### src/pui_pkg.sv
// Constants and types shared by the power-up status indicator block
package pui_pkg;
    localparam int unsigned CLK_HZ = 125_000_000;
    localparam int unsigned MS_PER_S = 1000;
    localparam int unsigned S_PER_MIN = 60;
    localparam int unsigned READY_TIME_S = 20;
    localparam int unsigned READJ_FIRST_MIN = 2;
    localparam int unsigned READJ_PERIOD_S = 600;
    localparam int unsigned BLINK_HALF_MS = 500;
    localparam int unsigned CYC_PER_MS = CLK_HZ / MS_PER_S;
    localparam int unsigned READY_MS = READY_TIME_S * MS_PER_S;
    localparam int unsigned READJ_FIRST_MS = READJ_FIRST_MIN * S_PER_MIN * MS_PER_S;
    localparam int unsigned READJ_PERIOD_MS = READJ_PERIOD_S * MS_PER_S;
    localparam int MS_W = 32;
    localparam int CYC_W = 17;
    localparam logic [MS_W-1:0] MS_ZERO = 32'h0000_0000;
    localparam logic [MS_W-1:0] MS_ONE = 32'h0000_0001;
    localparam logic [MS_W-1:0] MS_MAX = 32'hffff_ffff;
    localparam logic [CYC_W-1:0] CYC_ZERO = 17'h0_0000;
    localparam logic [CYC_W-1:0] CYC_ONE = 17'h0_0001;

    typedef enum logic [2:0] {
        PUI_DIAG_REQ,
        PUI_DIAG_WAIT,
        PUI_FAULT,
        PUI_WAIT_START,
        PUI_SPINUP,
        PUI_LOAD_REQ,
        PUI_LOAD_WAIT,
        PUI_RUN
    } pui_state_t;
endpackage : pui_pkg

### src/pui_tick_if.sv
// Timebase carrier between the divider and the sequencer
`timescale 1ns/1ps
`default_nettype none
interface pui_tick_if;
    logic ms_tick;
    logic blink_on;
    modport src (output ms_tick, output blink_on);
    modport snk (input ms_tick, input blink_on);
endinterface : pui_tick_if
`default_nettype wire

### src/pui_timebase.sv
// Millisecond enable and blink phase divider
`timescale 1ns/1ps
`default_nettype none
module pui_timebase #(
    parameter int unsigned CYC_PER_MS = pui_pkg::CYC_PER_MS,
    parameter int unsigned BLINK_HALF_MS = pui_pkg::BLINK_HALF_MS
) (
    input wire logic clk_i,
    input wire logic rstn_i,
    pui_tick_if.src tb
);
    localparam logic [pui_pkg::CYC_W-1:0] CYC_LAST = pui_pkg::CYC_W'(CYC_PER_MS - 1);
    localparam logic [pui_pkg::MS_W-1:0] BLINK_LAST = pui_pkg::MS_W'(BLINK_HALF_MS - 1);

    logic [pui_pkg::CYC_W-1:0] cyc_ff, nxt_cyc;
    logic [pui_pkg::MS_W-1:0] half_ff, nxt_half;
    logic tick_ff, nxt_tick;
    logic blink_ff, nxt_blink;

    always_comb begin
        nxt_tick = (cyc_ff == CYC_LAST);
        nxt_cyc = nxt_tick ? pui_pkg::CYC_ZERO : cyc_ff + pui_pkg::CYC_ONE;
        nxt_half = half_ff;
        nxt_blink = blink_ff;
        if (tick_ff) begin
            if (half_ff == BLINK_LAST) begin
                nxt_half = pui_pkg::MS_ZERO;
                nxt_blink = ~blink_ff;
            end else begin
                nxt_half = half_ff + pui_pkg::MS_ONE;
            end
        end
    end

    always_ff @(posedge clk_i or negedge rstn_i) begin
        if (!rstn_i) begin
            cyc_ff <= pui_pkg::CYC_ZERO;
            half_ff <= pui_pkg::MS_ZERO;
            tick_ff <= 1'b0;
            blink_ff <= 1'b0;
        end else begin
            cyc_ff <= nxt_cyc;
            half_ff <= nxt_half;
            tick_ff <= nxt_tick;
            blink_ff <= nxt_blink;
        end
    end

    assign tb.ms_tick = tick_ff;
    assign tb.blink_on = blink_ff;
endmodule : pui_timebase
`default_nettype wire

### src/pui_powerup_indicator.sv
// Power-up sequencer and front-panel status indicator of the disk drive unit
`timescale 1ns/1ps
`default_nettype none
module pui_powerup_indicator #(
    parameter int unsigned CYC_PER_MS = pui_pkg::CYC_PER_MS,
    parameter int unsigned READY_MS = pui_pkg::READY_MS,
    parameter int unsigned READJ_FIRST_MS = pui_pkg::READJ_FIRST_MS,
    parameter int unsigned READJ_PERIOD_MS = pui_pkg::READJ_PERIOD_MS,
    parameter int unsigned BLINK_HALF_MS = pui_pkg::BLINK_HALF_MS
) (
    input wire logic CLK_I,
    input wire logic RESETN_I,
    input wire logic START_CMD_MODE_I,
    input wire logic READY_IND_MODE_I,
    input wire logic SCSI_CONNECTED_I,
    input wire logic START_CMD_I,
    input wire logic DIAG_DONE_I,
    input wire logic DIAG_FAULT_I,
    input wire logic SYSINFO_DONE_I,
    input wire logic SEEK_BUSY_I,
    input wire logic READJ_DONE_I,
    output logic DIAG_START_O,
    output logic SPINDLE_ON_O,
    output logic READY_O,
    output logic SYSINFO_LOAD_O,
    output logic READJ_REQ_O,
    output logic DIAG_ERROR_O,
    output logic STATUS_INDICATOR_O
);
    localparam logic [pui_pkg::MS_W-1:0] READY_AT = pui_pkg::MS_W'(READY_MS);
    localparam logic [pui_pkg::MS_W-1:0] READJ_FIRST = pui_pkg::MS_W'(READJ_FIRST_MS);
    localparam logic [pui_pkg::MS_W-1:0] READJ_PERIOD = pui_pkg::MS_W'(READJ_PERIOD_MS);
    localparam logic [pui_pkg::MS_W-1:0] DARK_LEN = pui_pkg::MS_W'(BLINK_HALF_MS);

    pui_tick_if tb ();

    pui_timebase #(
        .CYC_PER_MS(CYC_PER_MS),
        .BLINK_HALF_MS(BLINK_HALF_MS)
    ) u_timebase (
        .clk_i(CLK_I),
        .rstn_i(RESETN_I),
        .tb(tb)
    );

    // Saturating ms step, shared by the up and spin timers
    function automatic logic [pui_pkg::MS_W-1:0] ms_step(input logic [pui_pkg::MS_W-1:0] v, input logic tick);
        ms_step = (tick && v != pui_pkg::MS_MAX) ? v + pui_pkg::MS_ONE : v;
    endfunction : ms_step

    // Sequencer state
    pui_pkg::pui_state_t state_ff, nxt_state;
    logic start_mode_ff, nxt_start_mode;
    logic diag_start_ff, nxt_diag_start;
    logic spindle_ff, nxt_spindle;
    logic ready_ff, nxt_ready;
    logic load_ff, nxt_load;
    logic fault_ff, nxt_fault;
    logic [pui_pkg::MS_W-1:0] up_ms_ff, nxt_up_ms;
    logic [pui_pkg::MS_W-1:0] spin_ms_ff, nxt_spin_ms;

    always_comb begin
        nxt_state = state_ff;
        nxt_start_mode = start_mode_ff;
        nxt_diag_start = 1'b0;
        nxt_spindle = spindle_ff;
        nxt_ready = ready_ff;
        nxt_load = 1'b0;
        nxt_fault = fault_ff;
        nxt_up_ms = ms_step(up_ms_ff, tb.ms_tick);
        // Spin timer runs from reset, so in default mode it measures time since power-on
        nxt_spin_ms = ms_step(spin_ms_ff, tb.ms_tick);
        case (state_ff)
            pui_pkg::PUI_DIAG_REQ: begin
                nxt_start_mode = START_CMD_MODE_I; // Strap caught just after release
                nxt_diag_start = 1'b1;
                nxt_state = pui_pkg::PUI_DIAG_WAIT;
            end
            pui_pkg::PUI_DIAG_WAIT: begin
                if (DIAG_DONE_I) begin
                    if (DIAG_FAULT_I) begin
                        nxt_fault = 1'b1;
                        nxt_state = pui_pkg::PUI_FAULT;
                    end else if (start_mode_ff) begin
                        nxt_state = pui_pkg::PUI_WAIT_START;
                    end else begin
                        nxt_spindle = 1'b1;
                        nxt_state = pui_pkg::PUI_SPINUP;
                    end
                end
            end
            pui_pkg::PUI_FAULT: begin
                // Terminal until reset; spindle left as it was
                nxt_state = pui_pkg::PUI_FAULT;
            end
            pui_pkg::PUI_WAIT_START: begin
                if (START_CMD_I) begin
                    nxt_spindle = 1'b1;
                    nxt_spin_ms = pui_pkg::MS_ZERO;
                    nxt_state = pui_pkg::PUI_SPINUP;
                end
            end
            pui_pkg::PUI_SPINUP: begin
                if (spin_ms_ff >= READY_AT) begin
                    nxt_ready = 1'b1;
                    nxt_state = pui_pkg::PUI_LOAD_REQ;
                end
            end
            pui_pkg::PUI_LOAD_REQ: begin
                nxt_load = 1'b1;
                nxt_state = pui_pkg::PUI_LOAD_WAIT;
            end
            pui_pkg::PUI_LOAD_WAIT: begin
                if (SYSINFO_DONE_I) begin
                    nxt_state = pui_pkg::PUI_RUN;
                end
            end
            pui_pkg::PUI_RUN: begin
                nxt_state = pui_pkg::PUI_RUN;
            end
            default: begin
                nxt_state = pui_pkg::PUI_DIAG_REQ;
            end
        endcase
    end

    always_ff @(posedge CLK_I or negedge RESETN_I) begin
        if (!RESETN_I) begin
            state_ff <= pui_pkg::PUI_DIAG_REQ;
            start_mode_ff <= 1'b0;
            diag_start_ff <= 1'b0;
            spindle_ff <= 1'b0;
            ready_ff <= 1'b0;
            load_ff <= 1'b0;
            fault_ff <= 1'b0;
            up_ms_ff <= pui_pkg::MS_ZERO;
            spin_ms_ff <= pui_pkg::MS_ZERO;
        end else begin
            state_ff <= nxt_state;
            start_mode_ff <= nxt_start_mode;
            diag_start_ff <= nxt_diag_start;
            spindle_ff <= nxt_spindle;
            ready_ff <= nxt_ready;
            load_ff <= nxt_load;
            fault_ff <= nxt_fault;
            up_ms_ff <= nxt_up_ms;
            spin_ms_ff <= nxt_spin_ms;
        end
    end

    // Readjustment scheduler, deadlines measured from power-on
    logic [pui_pkg::MS_W-1:0] readj_at_ff, nxt_readj_at;
    logic readj_req_ff, nxt_readj_req;
    logic readj_busy_ff, nxt_readj_busy;

    always_comb begin
        nxt_readj_at = readj_at_ff;
        nxt_readj_req = 1'b0;
        nxt_readj_busy = readj_busy_ff;
        if (readj_busy_ff && READJ_DONE_I) begin
            nxt_readj_busy = 1'b0;
        end else if (state_ff == pui_pkg::PUI_RUN && !readj_busy_ff && up_ms_ff >= readj_at_ff) begin
            // Overdue slots collapse into one run, avoiding a burst after a late READY
            nxt_readj_req = 1'b1;
            nxt_readj_busy = 1'b1;
            nxt_readj_at = up_ms_ff + READJ_PERIOD;
        end
    end

    always_ff @(posedge CLK_I or negedge RESETN_I) begin
        if (!RESETN_I) begin
            readj_at_ff <= READJ_FIRST;
            readj_req_ff <= 1'b0;
            readj_busy_ff <= 1'b0;
        end else begin
            readj_at_ff <= nxt_readj_at;
            readj_req_ff <= nxt_readj_req;
            readj_busy_ff <= nxt_readj_busy;
        end
    end

    // Indicator drive
    logic seek_prev_ff, nxt_seek_prev;
    logic [pui_pkg::MS_W-1:0] dark_ms_ff, nxt_dark_ms;
    logic ind_ff, nxt_ind;

    always_comb begin
        nxt_seek_prev = SEEK_BUSY_I;
        nxt_dark_ms = dark_ms_ff;
        if (SEEK_BUSY_I && !seek_prev_ff) begin
            nxt_dark_ms = DARK_LEN;
        end else if (tb.ms_tick && dark_ms_ff != pui_pkg::MS_ZERO) begin
            nxt_dark_ms = dark_ms_ff - pui_pkg::MS_ONE;
        end
        if (fault_ff) begin
            nxt_ind = tb.blink_on;
        end else if (!READY_IND_MODE_I) begin
            nxt_ind = SCSI_CONNECTED_I;
        end else if (readj_busy_ff) begin
            nxt_ind = tb.blink_on;
        end else begin
            nxt_ind = ready_ff && dark_ms_ff == pui_pkg::MS_ZERO;
        end
    end

    always_ff @(posedge CLK_I or negedge RESETN_I) begin
        if (!RESETN_I) begin
            seek_prev_ff <= 1'b0;
            dark_ms_ff <= pui_pkg::MS_ZERO;
            ind_ff <= 1'b0;
        end else begin
            seek_prev_ff <= nxt_seek_prev;
            dark_ms_ff <= nxt_dark_ms;
            ind_ff <= nxt_ind;
        end
    end

    assign DIAG_START_O = diag_start_ff;
    assign SPINDLE_ON_O = spindle_ff;
    assign READY_O = ready_ff;
    assign SYSINFO_LOAD_O = load_ff;
    assign READJ_REQ_O = readj_req_ff;
    assign DIAG_ERROR_O = fault_ff;
    assign STATUS_INDICATOR_O = ind_ff;
endmodule : pui_powerup_indicator
`default_nettype wire

### config.mk
export PLATFORM = sky130hd
export DESIGN_NAME = pui_powerup_indicator
export DESIGN_NICKNAME = d
export VERILOG_FILES = /design/src/pui_pkg.sv /design/src/pui_tick_if.sv /design/src/pui_timebase.sv /design/src/pui_powerup_indicator.sv
export SDC_FILE = /design/constraint.sdc
export NUM_CORES = 1
export LEC_CHECK = 0
export ABC_AREA = 1
export BUFFER_PORTS_ARGS = -buffer_cell sky130_fd_sc_hd__buf_2
export CAP_MARGIN = 20
export CORE_MARGIN = 4
export CORE_UTILIZATION = 50
export CTS_BUF_LIST = sky130_fd_sc_hd__clkbuf_4 sky130_fd_sc_hd__clkbuf_8
export DETAILED_ROUTE_END_ITERATION = 8
export PLACE_DENSITY = 0.78
export SLEW_MARGIN = 0
export SYNTH_ARGS = -nofsm -noshare
export SYNTH_HDL_FRONTEND = slang
export SYNTH_SLANG_ARGS = --single-unit
### constraint.sdc
create_clock -name CLK_I -period 2.15 [get_ports CLK_I]
set_input_delay 0.1075 -clock CLK_I [delete_from_list [all_inputs] [get_ports CLK_I]]
set_output_delay 0.1075 -clock CLK_I [all_outputs]
set_load 0.02 [all_outputs]
==> impl_metrics.env, run 1 <==
export IMPL_hold_depth=3
export IMPL_fin_tns_setup_ns=0
export IMPL_drt_iter0_markers=1115
export IMPL_postSynth_topFlopCell="sky130_fd_sc_hd__dfrtp_1"
export IMPL_fin_worst_hold_slack_ns=0.0359
export IMPL_final_setup_skew_ns=0.0293
export IMPL_antenna_found_initial=0
export IMPL_fmax_mhz=480
export IMPL_hold_viol=0
export IMPL_netlist_instances=1805
export IMPL_run_status="complete, no violations"
export IMPL_synth_warning_count=0
export IMPL_via_per_inst=5.42
export IMPL_seq_area_mm2=0.00482
export IMPL_synthTopCellsByCount="547 x sky130_fd_sc_hd__nand2_1, 249 x sky130_fd_sc_hd__nor2_1, 205 x sky130_fd_sc_hd__inv_1"
export IMPL_synth_compound_area_share_pct=5.33
export IMPL_first_global_vias=11500
export IMPL_post_route_cell_area_mm2=0.0142
export IMPL_place_ws_ns=0.0258
export IMPL_post_route_cells_drive_above_1_share_pct=10.7
export IMPL_syn_avg_cell_area_um2=7.02
export IMPL_worst_pin_slew_ns=0.695
export IMPL_timing_reg2reg_setup_slack_ns=0.07
export IMPL_synth_xor_area_share_pct=6.49
export IMPL_setup_worst_path_start_class="flop"
export IMPL_layout_setup_ws_ns=0.0656
export IMPL_num_rows=58
export IMPL_number_of_enable_type_register_cells_in_the_synthesized_netlist=0
export IMPL_mappedNetlistNets=1857
export IMPL_combinational_family_with_the_most_area_after_synthesis="simple AND/OR/NAND/NOR gates"
export IMPL_clock_transition_time_at_the_flip_flop_clock_pins_of_the_worst_setup_and_hold_paths_ns=0.10
export IMPL_cts_root_buffer="sky130_fd_sc_hd__clkbuf_8"
export IMPL_synthMuxAreaShare_pct=0
export IMPL_core_region_area_mm2=0.0250
export IMPL_n_fill_cell=2313
export IMPL_grt_ovfl_total=0
export IMPL_synth_top_cells_by_area="sky130_fd_sc_hd__dfrtp_1 37%, sky130_fd_sc_hd__nand2_1 16%, sky130_fd_sc_hd__nor2_1 7.4%"
export IMPL_pin_count=18
export IMPL_finalCritPeriodShare_pct=97.0
export IMPL_critical_path_slowest_cell="sky130_fd_sc_hd__dfstp_2"
export IMPL_drt_antenna_violating_nets=0
export IMPL_syn_cell_area_mm2=0.0127
export IMPL_worst_endpoint_arrival_ns=2.44
export IMPL_pin_count_of_the_biggest_net_entering_global_routing=77
export IMPL_placed_cell_area_mm2=0.0134
export IMPL_area_growth_pct=11.8
export IMPL_power_per_cell_area_mw_per_mm2=547
export IMPL_timing_final_setup_violations=0
export IMPL_die_height_um=167
export IMPL_cts_max_level=4
export IMPL_number_of_buffers_created_by_cts=17
export IMPL_hold_path_class="input port to flop"
export IMPL_detailedRoute_firstPassIterationCount=7
export IMPL_critPathKind="flop to flop"
export IMPL_grt_use_total_pct=23.5
export IMPL_critical_path_top_delay_family="simple AND/OR/NAND/NOR gates"
export IMPL_timing_critical_path_fanout_max=9
export IMPL_total_drc_errors_in_the_routed_layout=0
export IMPL_path_depth=14
export IMPL_detailroute_via_count=12000
export IMPL_tritoncts_clock_tree="built"
export IMPL_grt_first_pass_wirelength_um=55100
export IMPL_post_synth_top_area_fraction_pct=36.5
export IMPL_crit_path_end_kind="flop"
export IMPL_wl_um=33000
export IMPL_min_period_ns=2.08
export IMPL_synth_seq_cells=192
export IMPL_ys_seq_area_share_pct=38.0
export IMPL_vdd_ir_max_uv=397
export IMPL_clock_sinks=192
export IMPL_yosysUniqueCellTypes=49
export IMPL_pleak_uw=0.00701
export IMPL_multiInputGateArea_mm2=0.00688
export IMPL_synth_adder_area_share_pct=4.05
export IMPL_crit_path_max_incr_delay_ns=0.56
export IMPL_timing_critical_path_cells="inv_2 > ha_4 > nand2_1 > nor2_2 > nand2_2 > nor2_2 > nor2_1 > nand2_1 > nand2_2 > nand2_4 > nand2_8 > clkbuf_16 > nand2_1 > nand2_1"
export IMPL_drv_slew=0
export IMPL_floorplan_die_width_um=167
export IMPL_placement_io_buffers=17
export IMPL_r2r_cells=14
export IMPL_synth_largest_area_cell="sky130_fd_sc_hd__dfrtp_1"
export IMPL_yosys_cell_count_top_type="sky130_fd_sc_hd__nand2_1"
export IMPL_cp_data_required_time_ns=2.51
export IMPL_crit_top_cell="sky130_fd_sc_hd__nand2_1"
export IMPL_die_area_mm2=0.0280
export IMPL_clock_latency_ns=0.49
export IMPL_place_gp_congestion=0.981
export IMPL_simple_gate_share_of_the_synthesized_area_pct=37.6
export IMPL_synth_async_sr_flop_share_pct=100
export IMPL_post_dp_hpwl_um=24600
export IMPL_initial_core_util_pct=50.6
export IMPL_relSlewSlack_pct=53.4
export IMPL_cap_violations=0
export IMPL_drt_wirelength_per_cell_um=14.9
export IMPL_insertedDiodeCount=0
export IMPL_cts_buffer_depth=2
export IMPL_total_power_uw=7750
export IMPL_finalNetCount=1930
export IMPL_timing_critical_path_buf_inv=2
==> worst register-to-register path, stage by stage, from the launching register on <==
cell	delay, ns
sky130_fd_sc_hd__dfstp_2	0.56
sky130_fd_sc_hd__inv_2	0.04
sky130_fd_sc_hd__ha_4	0.26
sky130_fd_sc_hd__nand2_1	0.07
sky130_fd_sc_hd__nor2_2	0.15
sky130_fd_sc_hd__nand2_2	0.10
sky130_fd_sc_hd__nor2_2	0.11
sky130_fd_sc_hd__nor2_1	0.05
sky130_fd_sc_hd__nand2_1	0.07
sky130_fd_sc_hd__nand2_2	0.06
sky130_fd_sc_hd__nand2_4	0.10
sky130_fd_sc_hd__nand2_8	0.09
sky130_fd_sc_hd__clkbuf_16	0.21
sky130_fd_sc_hd__nand2_1	0.06
sky130_fd_sc_hd__nand2_1	0.05
==> state kept, by name, summed over array words and instances (netlist names), 3 cells and up <==
| name | flops |
|---|---|
| u_timebase.half_ff | 32 |
| u_timebase.cyc_ff | 17 |
| dark_ms_ff | 32 |
| spin_ms_ff | 32 |
| readj_at_ff | 32 |
| state_ff | 3 |
| up_ms_ff | 32 |
==> path summary, 6_finish.rpt <==
check	startpoint	endpoint
setup / recovery	readj_at_ff[7]$_DFFE_PN1P_	readj_at_ff[18]$_DFFE_PN0P_
hold / removal	DIAG_DONE_I	DIAG_ERROR_O$_DFFE_PN0P_
setup reg to reg	readj_at_ff[7]$_DFFE_PN1P_	readj_at_ff[18]$_DFFE_PN0P_
hold reg to reg	readj_at_ff[6]$_DFFE_PN1P_	readj_at_ff[6]$_DFFE_PN1P_
max in group asynchronous	RESETN_I	readj_at_ff[14]$_DFFE_PN1P_
min in group asynchronous	RESETN_I	u_timebase.half_ff[19]$_DFFE_PN0P_
==> stage by stage <==
| step | utilization, % | std cells |
|---|---|---|
| after floorplan | - | 1805 |
| after global routing | 56.6 | 2221 |
| after global placement | 53.5 | 2171 |
| after CTS | 55.6 | 2211 |
| final | 56.6 | 2221 |
| after detailed placement | 53.5 | 2171 |
==> cells in the final DEF, fill, tap and decap left out, types with 10 or more instances in the layout <==
cell type,n
sky130_fd_sc_hd__o21ai_0,44
sky130_fd_sc_hd__nand3_1,135
sky130_fd_sc_hd__nor2_1,245
sky130_fd_sc_hd__dfrtp_1,182
sky130_fd_sc_hd__nor2_2,12
sky130_fd_sc_hd__nor4_1,10
sky130_fd_sc_hd__inv_1,202
sky130_fd_sc_hd__ha_1,39
sky130_fd_sc_hd__a21oi_1,33
sky130_fd_sc_hd__xnor2_1,12
sky130_fd_sc_hd__buf_4,61
sky130_fd_sc_hd__xor2_1,82
sky130_fd_sc_hd__o21ai_1,10
sky130_fd_sc_hd__nor3_1,54
sky130_fd_sc_hd__nand2_1,543
sky130_fd_sc_hd__nand4_1,46
sky130_fd_sc_hd__nand2_2,12
sky130_fd_sc_hd__clkbuf_8,20
sky130_fd_sc_hd__nor3_2,15
sky130_fd_sc_hd__buf_2,17
==> power by group <==
part / internal (µW) / switching, µW / total [µW]
Clock: 1250 / 1360 / 2610
Combinational: 439 / 798 / 1240
Sequential: 3770 / 125 / 3900
Total: 5460 / 2290 / 7750
==> what timing repair did <==
| action | CTS | global route |
|---|---|---|
| gates cloned | 0 | 3 |
| resized for setup | 1 | 34 |
| endpoints found under the setup margin | 2 | 44 |
| pin swaps | 0 | 5 |
| hold buffers | 8 | 1 |
| hold endpoints to repair | 79 | 1 |
| buffers inserted | 0 | 6 |
==> layer usage <==
metal / track usage, % / share of wire, % / vias up
li1: - / - / 5892
met1: 32.6 / 45 / 5696
met2: 38.8 / 47 / 382
met3: 3.59 / 5.7 / 61
met4: 6.46 / 2.2 / 0
met5: 0 / 0 / -
==> kinds of logic (layout without fill, tap and decap cells) <==
logic type / Yosys count / count (layout)
fa+ha+maj: 41 / 41
buf+inv: 256 / 342
flops: 192 / 192
simple gates: 1103 / 1103
xor+xnor: 94 / 94
compound gates: 119 / 119
==> final cells by class <==
class	count	area share, %
timing repair buffer	96	5.76
multi-input combinational	1357	48.6
tap	330	2.91
sequential	192	34.0
clock inverter	11	1.10
inverter	214	5.73
clock buffer	21	1.95
Note: power is estimated with default switching activity, not from simulation.
==> run 2: changes to the inputs <==
- CTS_CLUSTER_DIAMETER: default -> 100
- MAX_ROUTING_LAYER: default -> met4
==> run 2 against run 1 <==
Register-to-register slack gained 0.05 ns; clock power down 4%; clock-buffer cell count is 4 lower; combinational power decreased by 11%; total power down 3.2%; cell count fell by 0.59%; sequential share of layout area increased by 0.61 points; maximum frequency up 2.3%; flip-flop and latch count is the same; final area is 1.8% lower; highest routed layer unchanged.
==> impl_metrics.env, run 2 (synthesis gave the netlist of run 1 again) <==
export IMPL_run_status="complete, no violations"
export IMPL_layout_setup_ws_ns=0.113
export IMPL_cp_data_required_time_ns=2.48
export IMPL_post_dp_hpwl_um=24800
export IMPL_wl_um=32800
export IMPL_r2r_cells=8
export IMPL_drt_iter0_markers=876
export IMPL_clock_transition_time_at_the_flip_flop_clock_pins_of_the_worst_setup_and_hold_paths_ns=0.10
export IMPL_cap_violations=0
export IMPL_pin_count=18
export IMPL_via_per_inst=5.32
export IMPL_post_route_util_pct=55.6
export IMPL_relSlewSlack_pct=62.7
export IMPL_tritoncts_clock_tree="built"
export IMPL_final_setup_skew_ns=0.0256
export IMPL_total_power_uw=7500
export IMPL_grt_first_pass_wirelength_um=55100
export IMPL_die_height_um=167
export IMPL_cts_buffer_depth=2
export IMPL_timing_final_setup_violations=0
export IMPL_power_per_cell_area_mw_per_mm2=539
export IMPL_total_drc_errors_in_the_routed_layout=0
export IMPL_most_common_layout_cells="546 x sky130_fd_sc_hd__nand2_1, 243 x sky130_fd_sc_hd__nor2_1, 203 x sky130_fd_sc_hd__inv_1"
export IMPL_core_region_area_mm2=0.0250
export IMPL_grt_use_total_pct=24.3
export IMPL_setup_worst_path_start_class="flop"
export IMPL_detailedRoute_firstPassIterationCount=7
export IMPL_clock_latency_ns=0.48
export IMPL_fmax_mhz=491
export IMPL_place_gp_congestion=0.969
export IMPL_drt_antenna_violating_nets=0
export IMPL_number_of_buffers_created_by_cts=17
export IMPL_clock_sinks=192
export IMPL_first_global_vias=11300
export IMPL_area_growth_pct=9.75
export IMPL_placed_cell_area_mm2=0.0134
export IMPL_cts_max_level=4
export IMPL_post_route_cell_area_mm2=0.0139
export IMPL_placement_io_buffers=17
export IMPL_post_route_cells_drive_above_1_share_pct=9.65
export IMPL_drv_slew=0
export IMPL_antenna_found_initial=2
export IMPL_vdd_ir_max_uv=388
export IMPL_finalNetCount=1915
export IMPL_hold_viol=0
export IMPL_fin_cells=2208
export IMPL_crit_path_end_kind="flop"
export IMPL_worst_pin_slew_ns=0.553
export IMPL_finalCritPeriodShare_pct=94.8
export IMPL_hold_depth=4
export IMPL_pin_count_of_the_biggest_net_entering_global_routing=52
export IMPL_hold_path_class="input port to flop"
export IMPL_worst_endpoint_arrival_ns=2.37
export IMPL_detailroute_via_count=11700
export IMPL_grt_ovfl_total=0
export IMPL_post_place_cells=2164
export IMPL_die_area_mm2=0.0280
export IMPL_layout_cells_most_common="sky130_fd_sc_hd__nand2_1"
export IMPL_drt_wirelength_per_cell_um=14.9
export IMPL_cts_root_buffer="sky130_fd_sc_hd__clkbuf_8"
export IMPL_timing_critical_path_fanout_max=10
export IMPL_floorplan_die_width_um=167
export IMPL_num_rows=58
export IMPL_pleak_uw=0.00689
export IMPL_critPathKind="flop to flop"
export IMPL_initial_core_util_pct=50.6
export IMPL_min_period_ns=2.04
export IMPL_place_ws_ns=0.0662
## run 2: changes by cell type in the layout (fill, tap and decap cells not counted), sizes merged
cell | previous run | this run
clkbuf | 25 | 18
inv | 213 | 218
bufinv | 3 | 2
dlygate4sd3 | 9 | 7
diode | 0 | 2
buf | 83 | 73
## run 2: critical path: stages, from the launching register on
cell and delay, ns:
sky130_fd_sc_hd__dfrtp_1 0.53, sky130_fd_sc_hd__ha_1 0.27, sky130_fd_sc_hd__nand4_1 0.16, sky130_fd_sc_hd__nor2_2 0.19
sky130_fd_sc_hd__nand2_1 0.09, sky130_fd_sc_hd__nand2_2 0.08, sky130_fd_sc_hd__inv_1 0.10, sky130_fd_sc_hd__buf_4 0.19
sky130_fd_sc_hd__o21ai_1 0.29
## run 2: where the power goes
group / internal [µW] / switching (µW)
registers: 3770 / 119
logic: 367 / 731
clock network: 1070 / 1440
total: 5210 / 2290
## run 2: path summary, 6_finish.rpt
| check | from | endpoint | slack [ns] |
|---|---|---|---|
| worst max-delay path | up_ms_ff[6]$_DFFE_PN0P_ | up_ms_ff[23]$_DFFE_PN0P_ | 0.11 |
| worst min-delay path | READY_IND_MODE_I | STATUS_INDICATOR_O$_DFF_PN0_ | 0.009 |
| worst max register to register | up_ms_ff[6]$_DFFE_PN0P_ | up_ms_ff[23]$_DFFE_PN0P_ | 0.11 |
| worst min register to register | readj_at_ff[15]$_DFFE_PN1P_ | readj_at_ff[15]$_DFFE_PN1P_ | 0.47 |
| max in group asynchronous | RESETN_I | readj_at_ff[14]$_DFFE_PN1P_ | 1.28 |
| min in group asynchronous | RESETN_I | spin_ms_ff[26]$_DFF_PN0_ | 0.14 |
## run 2: layout make-up
cell class              instances  area [µm²]
fillers                      2402       11100
multi-input cells            1357        6820
flip-flops and latches        192        4810
inverters                     214         805
repair buffers                 81         653
well taps                     330         413
clock buffers                  17         234
clock inverters                15         174
diodes                          2        5.00
## run 2: per-stage QoR
stage          TNS (ns)  hold WS [ns]
6_report              0       0.00882
5_1_grt          -0.234        0.0549
4_1_cts               0        0.0267
3_5_place_dp          0         0.101
3_3_place_gp          0         0.102
2_1_floorplan         0        -0.188
## run 2: metal layers
metal  track usage (%)  wire [µm]
met1              32.8      15200
met2              38.7      15600
met3              4.20       1510
met4              6.00        473
met5                 -          0
## run 2: what timing repair did
item / 4_1_cts / 5_1_grt
buffers inserted: 0 / 3
setup endpoints to repair: 0 / 37
hold buffers: 8 / 0
gates resized for setup: 0 / 17
endpoints found under the hold margin: 71 / 0
